$ cat src/hdl/aiss_pkg.sv
// constants, state type and helpers for the amplifier host sequencer
// assumes pclk at 40 MHz and an APB master doing aligned 32-bit accesses
// What this block does
// - amplifier inputs low until supplies are good
// - reset low, clocks on, 100 us first
// - wait 13.5 ms after reset release
// - wait 10 us after power stage supply
// - coefficients, dynamics, bank, rest, then exit
// - only volume, mute, shutdown while streaming
// - no shutdown change inside power-on wait
// - clocks stable 50 ms before shutdown change
// - enter shutdown by writing 0x40 to 0x05
// - after entry wait 1 ms plus 1.3 stop
// - reconfigure after 50 ms clocks, remaining registers
// - leave shutdown by writing 0x00 to 0x05
// - after exit wait 1 ms plus 1.3 start
// - allow 50 ms auto-detect before commands
// - 240 ms plus 1.3 start after first trim
// - inputs stay valid 2 us after reset low
package aiss_pkg;
  localparam int CLK_HZ = 40_000_000;
  localparam int T_DV_RH_US = 100;
  localparam int T_PVDD_I2C_US = 10;
  localparam int T_RL_DV_US = 2;
  localparam int T_RH_I2C_US = 13_500;
  localparam int T_MS_US = 1_000;
  localparam int T_AUTODET_MS = 50;
  localparam int T_POR_MS = 240;
  localparam int T_SD_MS = 1;
  localparam int SCALE_NUM = 13;
  localparam int SCALE_DEN = 10;

  // least times round up to whole cycles
  function automatic int us_cyc(input int us);
    return int'((longint'(us) * CLK_HZ + 64'd999_999) / 64'd1_000_000);
  endfunction

  localparam int CYC_DV_RH = us_cyc(T_DV_RH_US);
  localparam int CYC_PVDD = us_cyc(T_PVDD_I2C_US);
  localparam int CYC_RL_DV = us_cyc(T_RL_DV_US);
  localparam int CYC_RH_I2C = us_cyc(T_RH_I2C_US);
  localparam int CYC_PER_MS = us_cyc(T_MS_US);

  localparam logic [7:0] REG_CTRL = 8'h00;
  localparam logic [7:0] REG_CMD = 8'h04;
  localparam logic [7:0] REG_PERIOD = 8'h08;
  localparam logic [7:0] REG_STATUS = 8'h0C;
  localparam int CTRL_EN_BIT = 0;
  localparam int CTRL_RUN_BIT = 1;
  localparam int STAT_REFUSED_BIT = 5;
  localparam logic [7:0] RST_TSTART_MS = 8'h00;
  localparam logic [7:0] RST_TSTOP_MS = 8'h00;

  localparam logic [7:0] SUB_SHUTDOWN = 8'h05;
  localparam logic [7:0] VAL_SD_ENTER = 8'h40;
  localparam logic [7:0] VAL_SD_EXIT = 8'h00;
  localparam logic [7:0] SUB_MUTE = 8'h06;
  localparam logic [7:0] SUB_VOL_LO = 8'h07;
  localparam logic [7:0] SUB_VOL_HI = 8'h0A;
  localparam logic [7:0] SUB_BQ_LO = 8'h29;
  localparam logic [7:0] SUB_BQ_HI = 8'h36;
  localparam logic [7:0] SUB_DRA_LO = 8'h3A;
  localparam logic [7:0] SUB_DRA_HI = 8'h3C;
  localparam logic [7:0] SUB_DRB_LO = 8'h40;
  localparam logic [7:0] SUB_DRB_HI = 8'h42;
  localparam logic [7:0] SUB_DRC = 8'h46;
  localparam logic [7:0] SUB_BANK = 8'h50;

  typedef enum logic [3:0] {
    ST_OFF, ST_PRE, ST_WAKE, ST_CFG, ST_SDCMD, ST_HOLD, ST_RUN, ST_DOWN
  } aiss_state_t;

  // configuration phase: 0 filters, 1 dynamics, 2 bank, 3 the rest
  function automatic logic [1:0] phase_of(input logic [7:0] sub);
    if (sub >= SUB_BQ_LO && sub <= SUB_BQ_HI) return 2'h0;
    if ((sub >= SUB_DRA_LO && sub <= SUB_DRA_HI) || (sub >= SUB_DRB_LO && sub <= SUB_DRB_HI)
        || sub == SUB_DRC) return 2'h1;
    if (sub == SUB_BANK) return 2'h2;
    return 2'h3;
  endfunction

  // writes with click and pop protection, allowed while streaming
  function automatic logic is_live(input logic [7:0] sub);
    return sub == SUB_MUTE || (sub >= SUB_VOL_LO && sub <= SUB_VOL_HI);
  endfunction

  // 1.3 times a period in ms, rounded up
  function automatic logic [9:0] scale13(input logic [7:0] t);
    logic [11:0] p;
    p = 12'(t) * 12'(SCALE_NUM) + 12'(SCALE_DEN - 1);
    return 10'(p / 12'(SCALE_DEN));
  endfunction
endpackage

$ cat src/hdl/aiss_host.sv
// host sequencer driving the amplifier reset, shutdown pin and clock gate,
// issuing register writes through an external I2C write engine
// assumes supply and clock-valid flags arrive asynchronously; i2c_done is on pclk
`timescale 1ns/1ps
module aiss_host
  import aiss_pkg::*;
#(
  parameter int CYC_RH_I2C_P = CYC_RH_I2C,
  parameter int CYC_PER_MS_P = CYC_PER_MS
) (
  input wire logic pclk,
  input wire logic presetn,
  input wire logic psel,
  input wire logic penable,
  input wire logic pwrite,
  input wire logic [7:0] paddr,
  input wire logic [31:0] pwdata,
  output logic [31:0] prdata,
  output logic pready,
  output logic pslverr,
  input wire logic supply_ok,
  input wire logic pvdd_ok,
  input wire logic clk_ok,
  output logic amp_rst_n,
  output logic shutdown_n_pin,
  output logic i2s_clk_en,
  output logic i2c_req,
  output logic [7:0] i2c_sub,
  output logic [7:0] i2c_data,
  input wire logic i2c_done
);

  if (CYC_RH_I2C_P < 1 || CYC_RH_I2C_P >= 2 ** 20) begin : g_chk_rh
    $error("CYC_RH_I2C_P out of range");
  end
  if (CYC_PER_MS_P < 2 || CYC_PER_MS_P >= 2 ** 16) begin : g_chk_ms
    $error("CYC_PER_MS_P out of range");
  end

  ////////////////////////////////////////////////////////////////////////////
  // pin synchronisers
  logic supply_m, supply_s, pvdd_m, pvdd_s, clk_m, clk_s;

  // first stage feeds only the second
  always_ff @(posedge pclk or negedge presetn) begin
    if (!presetn) begin
      supply_m <= 1'b0;
      supply_s <= 1'b0;
      pvdd_m <= 1'b0;
      pvdd_s <= 1'b0;
      clk_m <= 1'b0;
      clk_s <= 1'b0;
    end else begin
      supply_m <= supply_ok;
      supply_s <= supply_m;
      pvdd_m <= pvdd_ok;
      pvdd_s <= pvdd_m;
      clk_m <= clk_ok;
      clk_s <= clk_m;
    end
  end

  ////////////////////////////////////////////////////////////////////////////
  // state
  aiss_state_t state_q, state_d;
  logic [19:0] cyc_q, cyc_d, rh_q, rh_d;
  logic [15:0] tick_q, tick_d, pv_q, pv_d;
  logic [7:0] stab_q, stab_d, rl_q, rl_d;
  logic [9:0] por_q, por_d, hold_q, hold_d;
  logic por_go_q, por_go_d, dir_q, dir_d;
  logic en_q, en_d, run_q, run_d, pend_q, pend_d, refused_q, refused_d;
  logic [7:0] csub_q, csub_d, cdat_q, cdat_d, tstart_q, tstart_d, tstop_q, tstop_d;
  logic [1:0] phase_q, phase_d;
  logic [31:0] prdata_q, prdata_d;
  logic pready_q, pready_d, pslverr_q, pslverr_d;
  logic rst_q, rst_d, sdn_q, sdn_d, i2s_q, i2s_d;
  logic req_q, req_d;
  logic [7:0] sub_q, sub_d, dat_q, dat_d;
  logic tick, stab_ok, por_done, pv_ok, wr_take, ref_set, ref_clr, legal, can_sd;
  logic [9:0] hold_need, por_need;

  assign hold_need = 10'(T_SD_MS) + scale13(dir_q ? tstart_q : tstop_q);
  assign por_need = 10'(T_POR_MS) + scale13(tstart_q);

  ////////////////////////////////////////////////////////////////////////////
  // next-state logic: bus slave, timebase, sequencer
  always_comb begin
    state_d = state_q;
    cyc_d = cyc_q;
    dir_d = dir_q;
    en_d = en_q;
    run_d = run_q;
    pend_d = pend_q;
    csub_d = csub_q;
    cdat_d = cdat_q;
    tstart_d = tstart_q;
    tstop_d = tstop_q;
    phase_d = phase_q;
    req_d = req_q;
    sub_d = sub_q;
    dat_d = dat_q;
    hold_d = hold_q;
    ref_set = 1'b0;
    ref_clr = 1'b0;
    legal = 1'b0;
    // free-running millisecond timebase shared by the auto-detect, power-on and shutdown-hold waits
    tick = tick_q == 16'(CYC_PER_MS_P - 1);
    tick_d = tick ? 16'h0000 : tick_q + 16'h0001;
    // ticks are not aligned to a wait's start, so each wait needs one extra tick
    stab_ok = stab_q > 8'(T_AUTODET_MS);
    por_done = por_q > por_need;
    pv_ok = pv_q >= 16'(CYC_PVDD);
    can_sd = !pend_q && !req_q && stab_ok && por_done;
    // clock stability counts only while clocks are enabled and valid
    if (!(clk_s && i2s_q)) begin
      stab_d = 8'h00;
    end else if (tick && stab_q != 8'hFF) begin
      stab_d = stab_q + 8'h01;
    end else begin
      stab_d = stab_q;
    end
    // power-stage supply age, saturating
    if (!pvdd_s) begin
      pv_d = 16'h0000;
    end else if (!pv_ok) begin
      pv_d = pv_q + 16'h0001;
    end else begin
      pv_d = pv_q;
    end
    // power-on wait runs once per supply ramp, from the first reset release
    por_go_d = supply_s && por_go_q;
    if (!supply_s) begin
      por_d = 10'h000;
    end else if (por_go_q && tick && por_q != 10'h3FF) begin
      por_d = por_q + 10'h001;
    end else begin
      por_d = por_q;
    end
    // bus slave: one wait state, answer registered
    pready_d = psel && penable && !pready_q;
    pslverr_d = 1'b0;
    prdata_d = prdata_q;
    wr_take = psel && penable && pready_q && pwrite;
    if (pready_d) begin
      unique case (paddr)
        REG_CTRL: prdata_d = {30'h0, run_q, en_q};
        REG_CMD: prdata_d = {15'h0, pend_q, csub_q, cdat_q};
        REG_PERIOD: prdata_d = {16'h0, tstop_q, tstart_q};
        REG_STATUS: prdata_d = {23'h0, req_q, por_done, stab_ok, refused_q, pend_q, state_q};
        default: begin
          prdata_d = 32'h0000_0000;
          pslverr_d = 1'b1;
        end
      endcase
    end
    if (wr_take) begin
      unique case (paddr)
        REG_CTRL: begin
          en_d = pwdata[CTRL_EN_BIT];
          run_d = pwdata[CTRL_RUN_BIT];
        end
        REG_CMD: begin
          if (pend_q) begin
            ref_set = 1'b1;
          end else begin
            pend_d = 1'b1;
            csub_d = pwdata[15:8];
            cdat_d = pwdata[7:0];
          end
        end
        REG_PERIOD: begin
          tstart_d = pwdata[7:0];
          tstop_d = pwdata[15:8];
        end
        REG_STATUS: ref_clr = pwdata[STAT_REFUSED_BIT];
        default: ;
      endcase
    end
    // request held until the write engine reports completion
    if (req_q && i2c_done) begin
      req_d = 1'b0;
    end
    // queued register write, sent only once auto-detect has had its time
    if ((state_q == ST_CFG || state_q == ST_RUN) && pend_q && !req_q && stab_ok) begin
      if (state_q == ST_RUN) begin
        legal = is_live(csub_q);
      end else begin
        legal = csub_q != SUB_SHUTDOWN && phase_of(csub_q) >= phase_q;
      end
      pend_d = 1'b0;
      ref_set = !legal;
      if (legal) begin
        req_d = 1'b1;
        sub_d = csub_q;
        dat_d = cdat_q;
        if (state_q == ST_CFG) begin
          phase_d = phase_of(csub_q);
        end
      end
    end
    unique case (state_q)
      ST_OFF: begin
        phase_d = 2'h0;
        if (en_q && supply_s) begin
          state_d = ST_PRE;
          cyc_d = 20'h0;
        end
      end
      ST_PRE: begin
        // the 100 us only counts while clocks are valid
        if (!clk_s) begin
          cyc_d = 20'h0;
        end else if (cyc_q == 20'(CYC_DV_RH - 1)) begin
          state_d = ST_WAKE;
          cyc_d = 20'h0;
          por_go_d = supply_s;
        end else begin
          cyc_d = cyc_q + 20'h1;
        end
      end
      ST_WAKE: begin
        if (cyc_q >= 20'(CYC_RH_I2C_P - 1) && pv_ok) begin
          state_d = ST_CFG;
        end else if (cyc_q < 20'(CYC_RH_I2C_P - 1)) begin
          cyc_d = cyc_q + 20'h1;
        end
      end
      ST_CFG: begin
        if (run_q && can_sd) begin
          state_d = ST_SDCMD;
          dir_d = 1'b1;
          req_d = 1'b1;
          sub_d = SUB_SHUTDOWN;
          dat_d = VAL_SD_EXIT;
        end
      end
      ST_RUN: begin
        if (!run_q && can_sd) begin
          state_d = ST_SDCMD;
          dir_d = 1'b0;
          req_d = 1'b1;
          sub_d = SUB_SHUTDOWN;
          dat_d = VAL_SD_ENTER;
        end
      end
      ST_SDCMD: begin
        // no timeout: an exit may sit unserviced for a long time
        if (i2c_done) begin
          state_d = ST_HOLD;
          hold_d = 10'h000;
        end
      end
      ST_HOLD: begin
        if (tick && hold_q != 10'h3FF) begin
          hold_d = hold_q + 10'h001;
        end
        if (hold_q > hold_need) begin
          state_d = dir_q ? ST_RUN : ST_CFG;
        end
      end
      ST_DOWN: begin
        if (cyc_q == 20'(CYC_RL_DV - 1)) begin
          state_d = ST_OFF;
        end else begin
          cyc_d = cyc_q + 20'h1;
        end
      end
    endcase
    // disable or supply loss: reset first, inputs released later
    if (state_q != ST_OFF && state_q != ST_DOWN && (!en_q || !supply_s)) begin
      state_d = ST_DOWN;
      cyc_d = 20'h0;
      req_d = 1'b0;
      pend_d = 1'b0;
    end
    // set wins over clear
    refused_d = ref_set || (refused_q && !ref_clr);
    // pins follow the next state so they leave a flip-flop
    rst_d = state_d inside {ST_WAKE, ST_CFG, ST_SDCMD, ST_HOLD, ST_RUN};
    sdn_d = state_d != ST_OFF;
    i2s_d = state_d != ST_OFF;
    // cycle counts since reset edges, watched by the checks below
    rh_d = !rst_q ? 20'h0 : (rh_q == 20'hFFFFF ? rh_q : rh_q + 20'h1);
    rl_d = rst_q ? 8'h00 : (rl_q == 8'hFF ? rl_q : rl_q + 8'h01);
  end

  ////////////////////////////////////////////////////////////////////////////
  // registers
  always_ff @(posedge pclk or negedge presetn) begin
    if (!presetn) begin
      state_q <= ST_OFF;
      cyc_q <= 20'h0;
      tick_q <= 16'h0000;
      pv_q <= 16'h0000;
      stab_q <= 8'h00;
      por_q <= 10'h000;
      por_go_q <= 1'b0;
      hold_q <= 10'h000;
      dir_q <= 1'b0;
      en_q <= 1'b0;
      run_q <= 1'b0;
      pend_q <= 1'b0;
      refused_q <= 1'b0;
      csub_q <= 8'h00;
      cdat_q <= 8'h00;
      tstart_q <= RST_TSTART_MS;
      tstop_q <= RST_TSTOP_MS;
      phase_q <= 2'h0;
      prdata_q <= 32'h0000_0000;
      pready_q <= 1'b0;
      pslverr_q <= 1'b0;
      rst_q <= 1'b0;
      sdn_q <= 1'b0;
      i2s_q <= 1'b0;
      req_q <= 1'b0;
      sub_q <= 8'h00;
      dat_q <= 8'h00;
      rh_q <= 20'h0;
      rl_q <= 8'h00;
    end else begin
      state_q <= state_d;
      cyc_q <= cyc_d;
      tick_q <= tick_d;
      pv_q <= pv_d;
      stab_q <= stab_d;
      por_q <= por_d;
      por_go_q <= por_go_d;
      hold_q <= hold_d;
      dir_q <= dir_d;
      en_q <= en_d;
      run_q <= run_d;
      pend_q <= pend_d;
      refused_q <= refused_d;
      csub_q <= csub_d;
      cdat_q <= cdat_d;
      tstart_q <= tstart_d;
      tstop_q <= tstop_d;
      phase_q <= phase_d;
      prdata_q <= prdata_d;
      pready_q <= pready_d;
      pslverr_q <= pslverr_d;
      rst_q <= rst_d;
      sdn_q <= sdn_d;
      i2s_q <= i2s_d;
      req_q <= req_d;
      sub_q <= sub_d;
      dat_q <= dat_d;
      rh_q <= rh_d;
      rl_q <= rl_d;
    end
  end

  assign prdata = prdata_q;
  assign pready = pready_q;
  assign pslverr = pslverr_q;
  assign amp_rst_n = rst_q;
  assign shutdown_n_pin = sdn_q;
  assign i2s_clk_en = i2s_q;
  assign i2c_req = req_q;
  assign i2c_sub = sub_q;
  assign i2c_data = dat_q;
endmodule

$ cat config.mk
export PLATFORM = sky130hd
export DESIGN_NAME = aiss_host
export DESIGN_NICKNAME = d
export VERILOG_FILES = /design/src/hdl/aiss_pkg.sv /design/src/hdl/aiss_host.sv
export SDC_FILE = /design/constraint.sdc
export NUM_CORES = 1
export LEC_CHECK = 0
export ABC_AREA = 1
export ABC_CLOCK_PERIOD_IN_PS = 14000
export BUFFER_PORTS_ARGS = -buffer_cell sky130_fd_sc_hd__buf_2
export CAP_MARGIN = 25
export CORE_UTILIZATION = 30
export CTS_CLUSTER_DIAMETER = 80
export DETAILED_ROUTE_END_ITERATION = 10
export PLACE_DENSITY = 0.46
export SLEW_MARGIN = 20
export SYNTH_ARGS = -nofsm -noshare
export SYNTH_HDL_FRONTEND = slang
export SYNTH_SLANG_ARGS = --single-unit
$ cat constraint.sdc
create_clock -name pclk -period 14 [get_ports pclk]
set_input_delay 3.5 -clock pclk [delete_from_list [all_inputs] [get_ports pclk]]
set_output_delay 3.5 -clock pclk [all_outputs]
set_load 0.005 [all_outputs]
## After elaboration in Yosys (flattened, before gate mapping)

Cells that the tools add are included.

| cells by class | value |
|---|---|
| add/sub/neg operators | 10 |
| $mul | 2 |
| div/mod/pow operators | 2 |
| $lt $le $gt $ge | 15 |
| eq/ne operators | 37 |
| shift-type cells | 0 |
| multiplexer cells | 108 |
| bitwise gates (word level) | 1 |
| reductions and logical operators | 65 |

Operators with widths:

| operator | number |
|---|---|
| 20-bit two-way mux | 7 |
| 8-bit two-way mux | 11 |
| 20-bit one-hot mux with 4 select lines | 1 |
| 17-bit one-hot mux with 4 select lines | 1 |
| 1-bit two-way mux | 49 |
| 16-bit two-way mux | 3 |
| 10-bit two-way mux | 4 |
| 4-bit two-way mux | 10 |
| 16-bit by 1-bit adder with 16-bit output (second input constant) | 2 |
| 4-bit one-hot mux with 8 select lines | 1 |
| 8-bit one-hot mux with 2 select lines | 2 |
| 2-bit two-way mux | 15 |
| 1-bit logical AND | 29 |
| 4-bit by 3-bit equality test with 1-bit output (second input constant) | 7 |
| 12-bit by 4-bit adder with 12-bit output (second input constant) | 2 |
| 12-bit by 4-bit divider with 12-bit output (second input constant) | 2 |
| 8-bit by 4-bit multiplier with 12-bit output (second input constant) | 2 |
| 10-bit by 1-bit adder with 10-bit output (second input constant) | 2 |
| 20-bit by 1-bit adder with 20-bit output (second input constant) | 1 |
| 20-bit by 12-bit equality test with 1-bit output (second input constant) | 1 |
| 20-bit by 7-bit equality test with 1-bit output (second input constant) | 1 |
| 20-bit >= comparator (second input constant) | 1 |
| 10-bit greater-than comparator | 2 |
| 20-bit less-than comparator (second input constant) | 1 |
| 41 further kinds | 83 |

| word-level totals | value |
|---|---|
| register bits | 183 |
| latch bits | 0 |
| bits in writable memories | 0 |
| ROM bits | 0 |
| input bits | 49 |
| output and inout port bits | 54 |
| word-level logic and storage cells | 272 |
| memories | 0 |

## Logic depth before layout (Yosys ltp)

Gate-level depths: netlist of the first run.

| logic depth | value |
|---|---|
| depth in word-level cells | 40 |
| depth in mapped cells | 76 |
| mapped depth without buffers | 76 |

## Worst setup path before layout of the first run

No wires, ideal clock.

| timing path | value |
|---|---|
| path kind | register to register |
| start point | register, netlist name dir_q |
| end point | register cyc_q[19] |
| library setup time | 123 ps |
| arrival | 8564 ps |
| data required time | 13877 ps |
| path slack | 5313 ps |
| cell stages (with the launch flop) | 66 |
| path buffers | 2 |
| clock period less this slack | 8687 ps |
| cells stage by stage | dfrtp_1 > clkbuf_1 > clkbuf_1 > o21ai_0 > ha_1 > fa_1 > ha_1 > ha_1 > nand2_1 > nor2_1 > nand2_1 > nand3_1 > nand2_1 > nand2_2 > inv_2 > a21oi_2 > nand2_2 > nand3_1 > [30 not listed] > ha_1 > nand2_1 > or4_1 > nand2_1 > nand2_1 > a21oi_1 > nor3_1 > nand3_1 > nor3_1 > inv_1 > nand2_1 > nor3_1 > nand3_1 > or2_2 > nor2_1 > nand2_1 > o22ai_1 > a21oi_1 |

RTL lines:

| what | line | RTL |
|---|---|---|
| end signal: assignment | aiss_host.sv:322 | `cyc_q <= cyc_d;` |
| end: declaration | aiss_host.sv:66 | `logic [19:0] cyc_q, cyc_d, rh_q, rh_d;` |

==> results of run 1 <==
## where the power goes
part | total (mW) | leakage, nW | internal, mW | switching (mW)
sequential | 0.515 | 2.27 | 0.500 | 0.0144
clock | 0.493 | 0.299 | 0.271 | 0.223
combinational | 0.178 | 4.36 | 0.0529 | 0.125
total | 1.19 | 6.92 | 0.824 | 0.362
## kinds of logic after synthesis
group | count (synthesis)
xor gates and xnor gates | 26
buffers and inverters | 343
adders and majority gates | 93
and+or+nand+nor | 706
DFF | 168
other | 2
AOI/OAI and AO/OA | 260
## placed cells by master (no fill, tap or decap), types with 6 or more instances in the layout
| master | Yosys | final |
|---|---|---|
| nand3_1 | 83 | 82 |
| nor3b_1 | 7 | 7 |
| ha_1 | 83 | 83 |
| inv_1 | 284 | 284 |
| a221oi_1 | 7 | 7 |
| nor4_1 | 14 | 13 |
| fa_1 | 10 | 10 |
| nor2_1 | 107 | 107 |
| nand2_1 | 344 | 344 |
| clkbuf_16 | 0 | 17 |
| o22ai_1 | 14 | 14 |
| inv_6 | 0 | 6 |
| o211ai_1 | 6 | 6 |
| a211oi_1 | 7 | 7 |
| inv_2 | 16 | 16 |
| o21ai_0 | 114 | 114 |
| nand3_2 | 13 | 14 |
| buf_2 | 0 | 70 |
| o31ai_1 | 6 | 6 |
| a21oi_1 | 70 | 70 |
| nor3_1 | 36 | 36 |
| nand2_4 | 12 | 12 |
| conb_1 | 2 | 17 |
| nand4_1 | 34 | 34 |
| xor2_1 | 20 | 20 |
| buf_4 | 16 | 8 |
| nand2_2 | 39 | 39 |
| dfrtp_1 | 168 | 168 |
## worst min path at each step
stage	from	endpoint	slack, ps	depth (start not counted)
6_report	pvdd_m	pvdd_s	350	0
5_1_grt	pvdd_m	pvdd_s	370	0
4_1_cts	pvdd_m	pvdd_s	360	0
3_5_place_dp	pvdd_m	pvdd_s	340	0
3_3_place_gp	pvdd_m	pvdd_s	340	0
2_1_floorplan	clk_m	clk_s	330	0
## worst max-delay path: cells and delay by family (launching register included)
kind / cells / cell delay, ps
flip-flops: 1 / 600
buffers and inverters: 5 / 330
AO/OA/AOI/OAI: 5 / 1340
AND/OR/NAND/NOR: 49 / 6180
adder cells (fa/ha/maj): 6 / 1970
## sequential cells by signal, indices dropped and copies added, names as in the netlist, 2 cells and up
name / cells
por_q: 10
tstart_q: 8
cyc_q: 20
tstop_q: 8
tick_q: 16
i2c_sub: 8
pv_q: 16
csub_q: 8
cdat_q: 8
hold_q: 10
phase_q: 2
prdata: 17
i2c_data: 8
stab_q: 8
state_q: 4
## stage by stage
stage | hold WS, ps | std cells
CTS | 357 | 2203
detailed placement | 339 | 2171
finish | 354 | 2203
global placement | 336 | 2171
floorplan | 331 | 1613
global route | 367 | 2203
## final cells by class
| type | instances | area share |
|---|---|---|
| tap | 518 | 0.0484 |
| timing repair buffer | 79 | 0.0315 |
| clock buffer | 17 | 0.0318 |
| inverter | 304 | 0.0852 |
| sequential | 168 | 0.314 |
| clock inverter | 15 | 0.0138 |
| multi-input combinational | 1102 | 0.475 |
## cell usage after synthesis (all sizes together), types with 21 or more instances
master  number
a21oi       71
clkbuf      23
dfrtp      168
ha          83
inv        300
nand2      395
nand3       98
nand4       35
nor2       108
nor3        37
o21ai      122
xor2        21
## metal layers
metal | GRT usage | vias to the layer above | routed length, um
met5 | 0 | - | 0
met4 | 0.0352 | 0 | 279
met3 | 0.0263 | 21 | 938
met2 | 0.262 | 114 | 14000
met1 | 0.212 | 4791 | 14900
li1 | - | 5312 | -
==> results_dict.tcl, run 1 <==
set metrics [dict create \
    power.density_nw_per_um2 88.6 \
    final-seq-area_um2 4200 \
    fin_skew_ps 15.5 \
    tightest_slew_ps 978 \
    synth_compound_area_frac 0.126 \
    pre_cts_slack_ps 3460 \
    drtIter0Drc 529 \
    startpoint_type "flip-flop" \
    ctsHoldBuffers 0 \
    dieHeight_um 201 \
    placed_area_um2 12800 \
    fin_nets 1814 \
    required_ps 14330 \
    crit_start "dir_q" \
    drt_wl_total_mm 30.2 \
    post_cts_buffers 0 \
    synth_edf_count 0 \
    finalSetupViolations 0 \
    antenna_found_initial 0 \
    reg2regPathDepth 65 \
    io_buffers 71 \
    synth_top_area_frac 0.355 \
    synth-simple-area-share 0.279 \
    crit_path_end_kind "flip-flop" \
    yosys_warnings 0 \
    setup_slack_ps 3470 \
    stdcell_area_um2 13400 \
    yosys-top-cells-area "dfrtp_1, nand2_1, inv_1" \
    first_global_vias 10100 \
    crit_top_cell "nand2_1" \
    period_needed_ps 10530 \
    multi_input_area_um2 6360 \
    grt_usage 0.157 \
    io_pins 103 \
    core_area_um2 38800 \
    htreeDepth 4 \
    finish.utilization 0.345 \
    synth_area_leader_cell "dfrtp_1" \
    slew_headroom 0.347 \
    fin_crit_sh 0.752 \
    nFillCells 4145 \
    synthMuxAreaShare 0 \
    gp_congestion 0.838 \
    fin_total_pwr_mw 1.19 \
    start_util 0.305 \
    critPathKind "reg -> reg" \
    outcome "finished, final reports clean" \
    drive_above_1_share 0.125 \
    yosys_register_bits 168 \
    synthFlopType "dfrtp_1" \
    wire_per_inst_um 13.7 \
    r2r_start "dir_q" \
    seq_area_frac_synth 0.355 \
    synth-xor-area-share 0.0208 \
    cts-buffers-inserted 17 \
    drv_slew 0 \
    peakVddDrop_v 0.0000754 \
    grt_setup_unrepaired "false" \
    slowest_stage "o21ai_0" \
    insertion_delay_ps 450 \
    antennaDiodeCount 0 \
    cp_max_fo 18 \
    crit_path_end "cyc_q[19]" \
    synth.distinct_cells 58 \
    grt_pass1_wl_mm 51.3 \
    synth_top_family_by_area "simple AND/OR/NAND/NOR gates" \
    arrival_ps 10870 \
    fmax_mhz 94.9 \
    worstReg2RegEnd "cyc_q[19]" \
    cts-resized-gates 0 \
    cts_tree "yes" \
    die_area_um2 40300 \
    vias 10200 \
    synthAdderAreaFrac 0.105 \
    fin_setup_tns_ps 0 \
    slowest_delay_ps 690 \
    grt_max_degree 69 \
    cts_buffer_depth 2 \
    cts_sinks 168 \
    ant_nets 0 \
    synthArstFlopShare 1.00 \
    leakage_nw 6.92 \
    dpl.hpwl_mm 23.7 \
    grt_overflow 0 \
    drt_drc_violations_left 0 \
    synthCells 1598 \
    area_delta_synth_final_pct 13.0 \
    via_per_inst 4.65 \
    synth.avg_cell_area_um2 7.41 \
    fp.dieW_um 201 \
    syn_area_um2 11800 \
    hp-class "reg -> reg" \
    maxCapViolCount 0 \
    cts.clk_slew.worst_paths_ps 70 \
    rows 72 \
    drt_first_pass_iters 5 \
    regToRegSetupSlack_ps 3470 \
    cts-root-buf "clkbuf_16" \
    hold_viol 0 \
]
Note: power is estimated with default switching activity, not from simulation.
==> run 2, diff against run 1 <==
- ABC_CLOCK_PERIOD_IN_PS: 14000 -> 9930
- clock period: 14 -> 9.93 ns (I/O delays scaled with it)
==> results_dict.tcl, run 2 (synthesized netlist as in run 1, its figures left out) <==
set metrics [dict create \
    outcome "finished, final reports clean" \
    p_seq_frac 0.429 \
    dp_cells 2186 \
    wire_per_inst_um 13.6 \
    cts_sinks 168 \
    grt_pass1_wl_mm 50.7 \
    grt_max_degree 69 \
    first_global_vias 10100 \
    power_frac_comb 0.167 \
    tightest_slew_ps 998 \
    die_area_um2 40300 \
    fmax_mhz 111 \
    drv_slew 0 \
    final_cell_mix "nand2_1, inv_1, dfrtp_1" \
    drive_above_1_share 0.144 \
    antennaDiodeCount 0 \
    antenna_found_initial 1 \
    drt_first_pass_iters 5 \
    ant_nets 0 \
    largest_reg_flops 20 \
    power.switching_uw 527 \
    cts_buffer_depth 2 \
    layoutNonFillerInstCount 2221 \
    cts-root-buf "clkbuf_16" \
    internal-power_mw 1.16 \
    peakVddDrop_v 0.000109 \
    drtIter0Drc 458 \
    required_ps 10270 \
    regToRegSetupSlack_ps 890 \
    holdWs_ps 351 \
    crit_start "dir_q" \
    cts-buffers-inserted 17 \
    fp.dieW_um 201 \
    period_needed_ps 9040 \
    fin_nets 1832 \
    cts_tree "yes" \
    io_pins 103 \
    pwr-share-clk 0.404 \
    drt_drc_violations_left 0 \
    insertion_delay_ps 450 \
    via_per_inst 4.64 \
    start_util 0.305 \
    cp_max_fo 8 \
    gp_congestion 0.853 \
    cts.clk_slew.worst_paths_ps 70 \
    fin_crit_sh 0.910 \
    finalSetupViolations 0 \
    htreeDepth 4 \
    core_area_um2 38800 \
    r2r_start "dir_q" \
    slowest_delay_ps 560 \
    dieHeight_um 201 \
    regMostFlops "cyc_q" \
    io_buffers 71 \
    slowest_stage "or4_4" \
    hold_path.startpoint "clk_m" \
    drt_wl_total_mm 30.3 \
    hold_viol 0 \
    fin_skew_ps 21.9 \
    crit_path_end_kind "flip-flop" \
    area_delta_synth_final_pct 14.6 \
    leakage_nw 7.01 \
    power.density_nw_per_um2 125 \
    grt_overflow 0 \
    grt_usage 0.156 \
    final_common_cell "nand2_1" \
    dpl.hpwl_mm 23.9 \
    rows 72 \
    maxCapViolCount 0 \
    hp-class "reg -> reg" \
    startpoint_type "flip-flop" \
    p_sw_frac 0.312 \
    slew_headroom 0.333 \
    critPathKind "reg -> reg" \
    vias 10300 \
    arrival_ps 9380 \
]
-- run 2: area by class of cell --
class,count,area [um2]
well taps,518,648
clock buffers,17,425
clock inverters,15,175
multi-input cells,1102,6420
flip-flops and latches,168,4210
repair buffers,97,557
fillers,4229,25300
inverters,304,1140
-- run 2: through the flow --
| step | area (um2) | total power, mW | util | setup slack [ps] | setup TNS, ps |
|---|---|---|---|---|---|
| 3_5_place_dp | 12900 | 1.02 | 0.332 | 397 | 0 |
| 3_3_place_gp | 12900 | 1.01 | 0.332 | 393 | 0 |
| 4_1_cts | 13500 | 1.71 | 0.347 | 343 | 0 |
| 5_1_grt | 13600 | 1.78 | 0.350 | -36.3 | -46.4 |
| 6_report | 13600 | 1.69 | 0.350 | 889 | 0 |
| 2_1_floorplan | 11900 | 0.909 | - | 1240 | 0 |
-- run 2: worst max-delay path: cells and delay by family, from the launching register on --
| family | cells | cell delay, ps |
|---|---|---|
| compound gates | 6 | 1030 |
| simple gates | 47 | 4910 |
| buf+inv | 8 | 780 |
| flops | 1 | 460 |
| fa+ha+maj | 6 | 1780 |
-- run 2: path summary, 6_finish.rpt --
kind                             end  depth (start not counted)
max                        cyc_q[19]                         67
min                            clk_s                          0
max reg2reg                cyc_q[19]                         67
min reg2reg                    clk_s                          0
max in group asynchronous      dir_q                          3
min in group asynchronous  tick_q[9]                          1
-- run 2: metal layers --
layer | wire length, um | track usage | vias up
met5 | 0 | 0 | -
met4 | 388 | 0.0409 | 0
met3 | 1060 | 0.0299 | 19
met2 | 14000 | 0.256 | 140
met1 | 14800 | 0.209 | 4799
li1 | - | - | 5353
-- run 2: timing repair --
item	4_1_cts	5_1_grt
setup buffers	0	3
endpoints found under the setup margin	0	20
gates resized for setup	0	25
hold buffers	0	0
-- run 2: power groups by stage --
| stage | logic [mW] | registers (mW) | clock network [mW] |
|---|---|---|---|
| CTS | 0.278 | 0.726 | 0.706 |
| global route | 0.321 | 0.730 | 0.732 |
| floorplan | 0.177 | 0.732 | 0 |
| finish | 0.282 | 0.726 | 0.683 |
| global placement | 0.274 | 0.739 | 0 |
| detailed placement | 0.276 | 0.739 | 0 |
==> run 3, diff against run 2 <==
- ABC_AREA: 1 -> not set
==> results_dict.tcl, run 3 <==
set metrics [dict create \
    outcome "finished, violations left" \
    violations "DRC" \
    peakVddDrop_v 0.000120 \
    drt_wl_total_mm 33.3 \
    area_delta_synth_final_pct 11.7 \
    synth_edf_count 0 \
    final_cell_mix "dfrtp_1, nand2_1, nor2_1" \
    tightest_slew_ps 988 \
    hold_depth 0 \
    internal-power_mw 1.19 \
    reg2regPathDepth 35 \
    synth-xor-area-share 0.0599 \
    met3_usage 0.0275 \
    hp-class "reg -> reg" \
    synth.distinct_cells 93 \
    startpoint_type "flip-flop" \
    dpl.hpwl_mm 24.9 \
    r2r_start "dir_q" \
    synth_compound_area_frac 0.178 \
    post_cts_buffers 0 \
    drt_first_pass_iters 10 \
    io_pins 103 \
    ant_nets 0 \
    yosys-top-cells-area "dfrtp_1, ha_1, nand2_1" \
    regToRegSetupSlack_ps 750 \
    finalSetupViolations 0 \
    gp_congestion 0.798 \
    maxCapViolCount 0 \
    hold_path.startpoint "pvdd_m" \
    wire_per_inst_um 16.5 \
    cts.clk_slew.worst_paths_ps 70 \
    critPathKind "reg -> reg" \
    start_util 0.307 \
    p_sw_frac 0.274 \
    synthCells 1422 \
    period_needed_ps 9180 \
    rows 74 \
    use_met2 0.265 \
    arrival_ps 9510 \
    syn_area_um2 12600 \
    io_buffers 71 \
    largest_reg_flops 20 \
    cts-buffers-inserted 17 \
    grt_usage 0.159 \
    insertion_delay_ps 440 \
    fp.dieW_um 207 \
    cts_sinks 168 \
    synth.avg_cell_area_um2 8.86 \
    synth-simple-area-share 0.210 \
    htreeDepth 4 \
    pwr-share-clk 0.438 \
    drv_slew 0 \
    via_per_inst 5.20 \
    synth_area_leader_cell "dfrtp_1" \
    grtUsageMet1 0.217 \
    p_seq_frac 0.444 \
    core_area_um2 41100 \
    seq_area_frac_synth 0.334 \
    pre_cts_slack_ps 555 \
    dieHeight_um 207 \
    grt_setup_unrepaired "false" \
    power.density_nw_per_um2 117 \
    drtIter0Drc 640 \
    fmax_mhz 109 \
    synthMuxAreaShare 0.0671 \
    setup_slack_ps 749 \
    synth_top_family_by_area "simple AND/OR/NAND/NOR gates" \
    drt_drc_violations_left 2 \
    die_area_um2 42800 \
    slowest_delay_ps 530 \
    synth_top_area_frac 0.334 \
    grt_overflow 0 \
    worstReg2RegEnd "state_q[2]" \
    busiest_layer "met2" \
    netlist_top_cells_count "dfrtp_1, nand2_1, nor2_1" \
    regMostFlops "cyc_q" \
    fin_crit_sh 0.925 \
    grt_max_degree 66 \
    crit_top_cell "o21a_1" \
    synthFlopType "dfrtp_1" \
    slowest_stage "dfrtp_2" \
    yosys_warnings 0 \
    drive_above_1_share 0.145 \
    vias 10500 \
    grt_pass1_wl_mm 54.2 \
    first_global_vias 10100 \
    yosys_register_bits 168 \
    final_common_cell "dfrtp_1" \
    fin_skew_ps 11.1 \
    crit_path_end_kind "flip-flop" \
    fin_setup_tns_ps 0 \
    yosysMostFrequentCell "dfrtp_1" \
    cts_tree "yes" \
    cts_buffer_depth 2 \
    cts-root-buf "clkbuf_16" \
    power.switching_uw 451 \
    slew_headroom 0.339 \
    fin_nets 1610 \
    required_ps 10260 \
    synthArstFlopShare 1.00 \
    leakage_nw 6.60 \
    min_to "pvdd_s" \
    hold_viol 0 \
    cp_max_fo 11 \
    synthAdderAreaFrac 0.101 \
    power_frac_comb 0.118 \
    antenna_found_initial 1 \
]
-- run 3: changes by cell type after synthesis, sizes merged, moves of 19 or more --
| cell | before | now |
|---|---|---|
| inv | 300 | 60 |
| nand2 | 395 | 155 |
| mux2 | 0 | 47 |
| nand3 | 98 | 53 |
| xnor2 | 5 | 49 |
| mux2i | 0 | 29 |
| and2 | 1 | 27 |
| o21ai | 122 | 97 |
| clkbuf | 23 | 45 |
| a21oi | 71 | 51 |
| and3 | 0 | 19 |
-- run 3: area by class of cell --
type                    count  area (um2)
fillers                  4327       27000
multi-input cells        1132        7850
flip-flops and latches    168        4210
well taps                 532         666
repair buffers             89         497
clock buffers              20         467
inverters                  60         225
clock inverters            12         163
diodes                      1        2.50
-- run 3: cell families (layout without fill, tap and decap cells) --
kind of cell,Yosys count,in the layout
other,2,18
muxes,77,77
DFF,168,168
AOI/OAI and AO/OA,324,324
adders and majority gates,97,97
buffers and inverters,137,181
and+or+nand+nor,536,536
xor gates and xnor gates,81,81
-- run 3: worst max path at each step --
stage | startpoint | endpoint | slack (ps) | depth (start not counted)
3_3_place_gp | dir_q | state_q[2] | 570 | 35
5_1_grt | dir_q | state_q[2] | 140 | 35
2_1_floorplan | dir_q | state_q[2] | 1290 | 38
3_5_place_dp | dir_q | state_q[2] | 550 | 35
6_report | dir_q | state_q[2] | 750 | 35
4_1_cts | dir_q | state_q[2] | 510 | 35
-- run 3: what timing repair did --
action                                 4_1_cts  5_1_grt
endpoints found under the hold margin        0        0
hold buffers                                 0        0
resized for setup                            0        2
setup endpoints to repair                    0        1
-- run 3: per-layer routing --
metal | share of wire | wire (um)
met1 | 0.48 | 15800
met2 | 0.48 | 16100
met3 | 0.030 | 998
met4 | 0.0089 | 295
met5 | 0.00051 | 17
-- run 3: worst max-delay path, delay by kind of cell, from the launching register on --
| family | cells | cell delay, ps |
|---|---|---|
| AND/OR/NAND/NOR | 8 | 2080 |
| adder cells (fa/ha/maj) | 6 | 2050 |
| buffers and inverters | 2 | 160 |
| flip-flops | 1 | 530 |
| AO/OA/AOI/OAI | 16 | 3160 |
| multiplexers | 3 | 1090 |
-- run 3: power by group through the flow --
stage               logic, mW  registers, mW  clock network (mW)
floorplan               0.148          0.724                   0
global placement        0.194          0.743                   0
detailed placement      0.197          0.743                   0
CTS                     0.198          0.730               0.743
global route            0.222          0.734               0.767
finish                  0.194          0.730               0.721
-- run 3: through the flow --
stage | area [um2] | total power [mW] | utilization | hold slack, ps | cells
4_1_cts | 14100 | 1.67 | 0.342 | 361 | 2013
5_1_grt | 14100 | 1.72 | 0.342 | 362 | 2013
3_3_place_gp | 13400 | 0.937 | 0.327 | 335 | 1981
3_5_place_dp | 13400 | 0.940 | 0.327 | 346 | 1981
6_report | 14100 | 1.65 | 0.342 | 356 | 2014
2_1_floorplan | 12700 | 0.872 | - | 331 | 1437
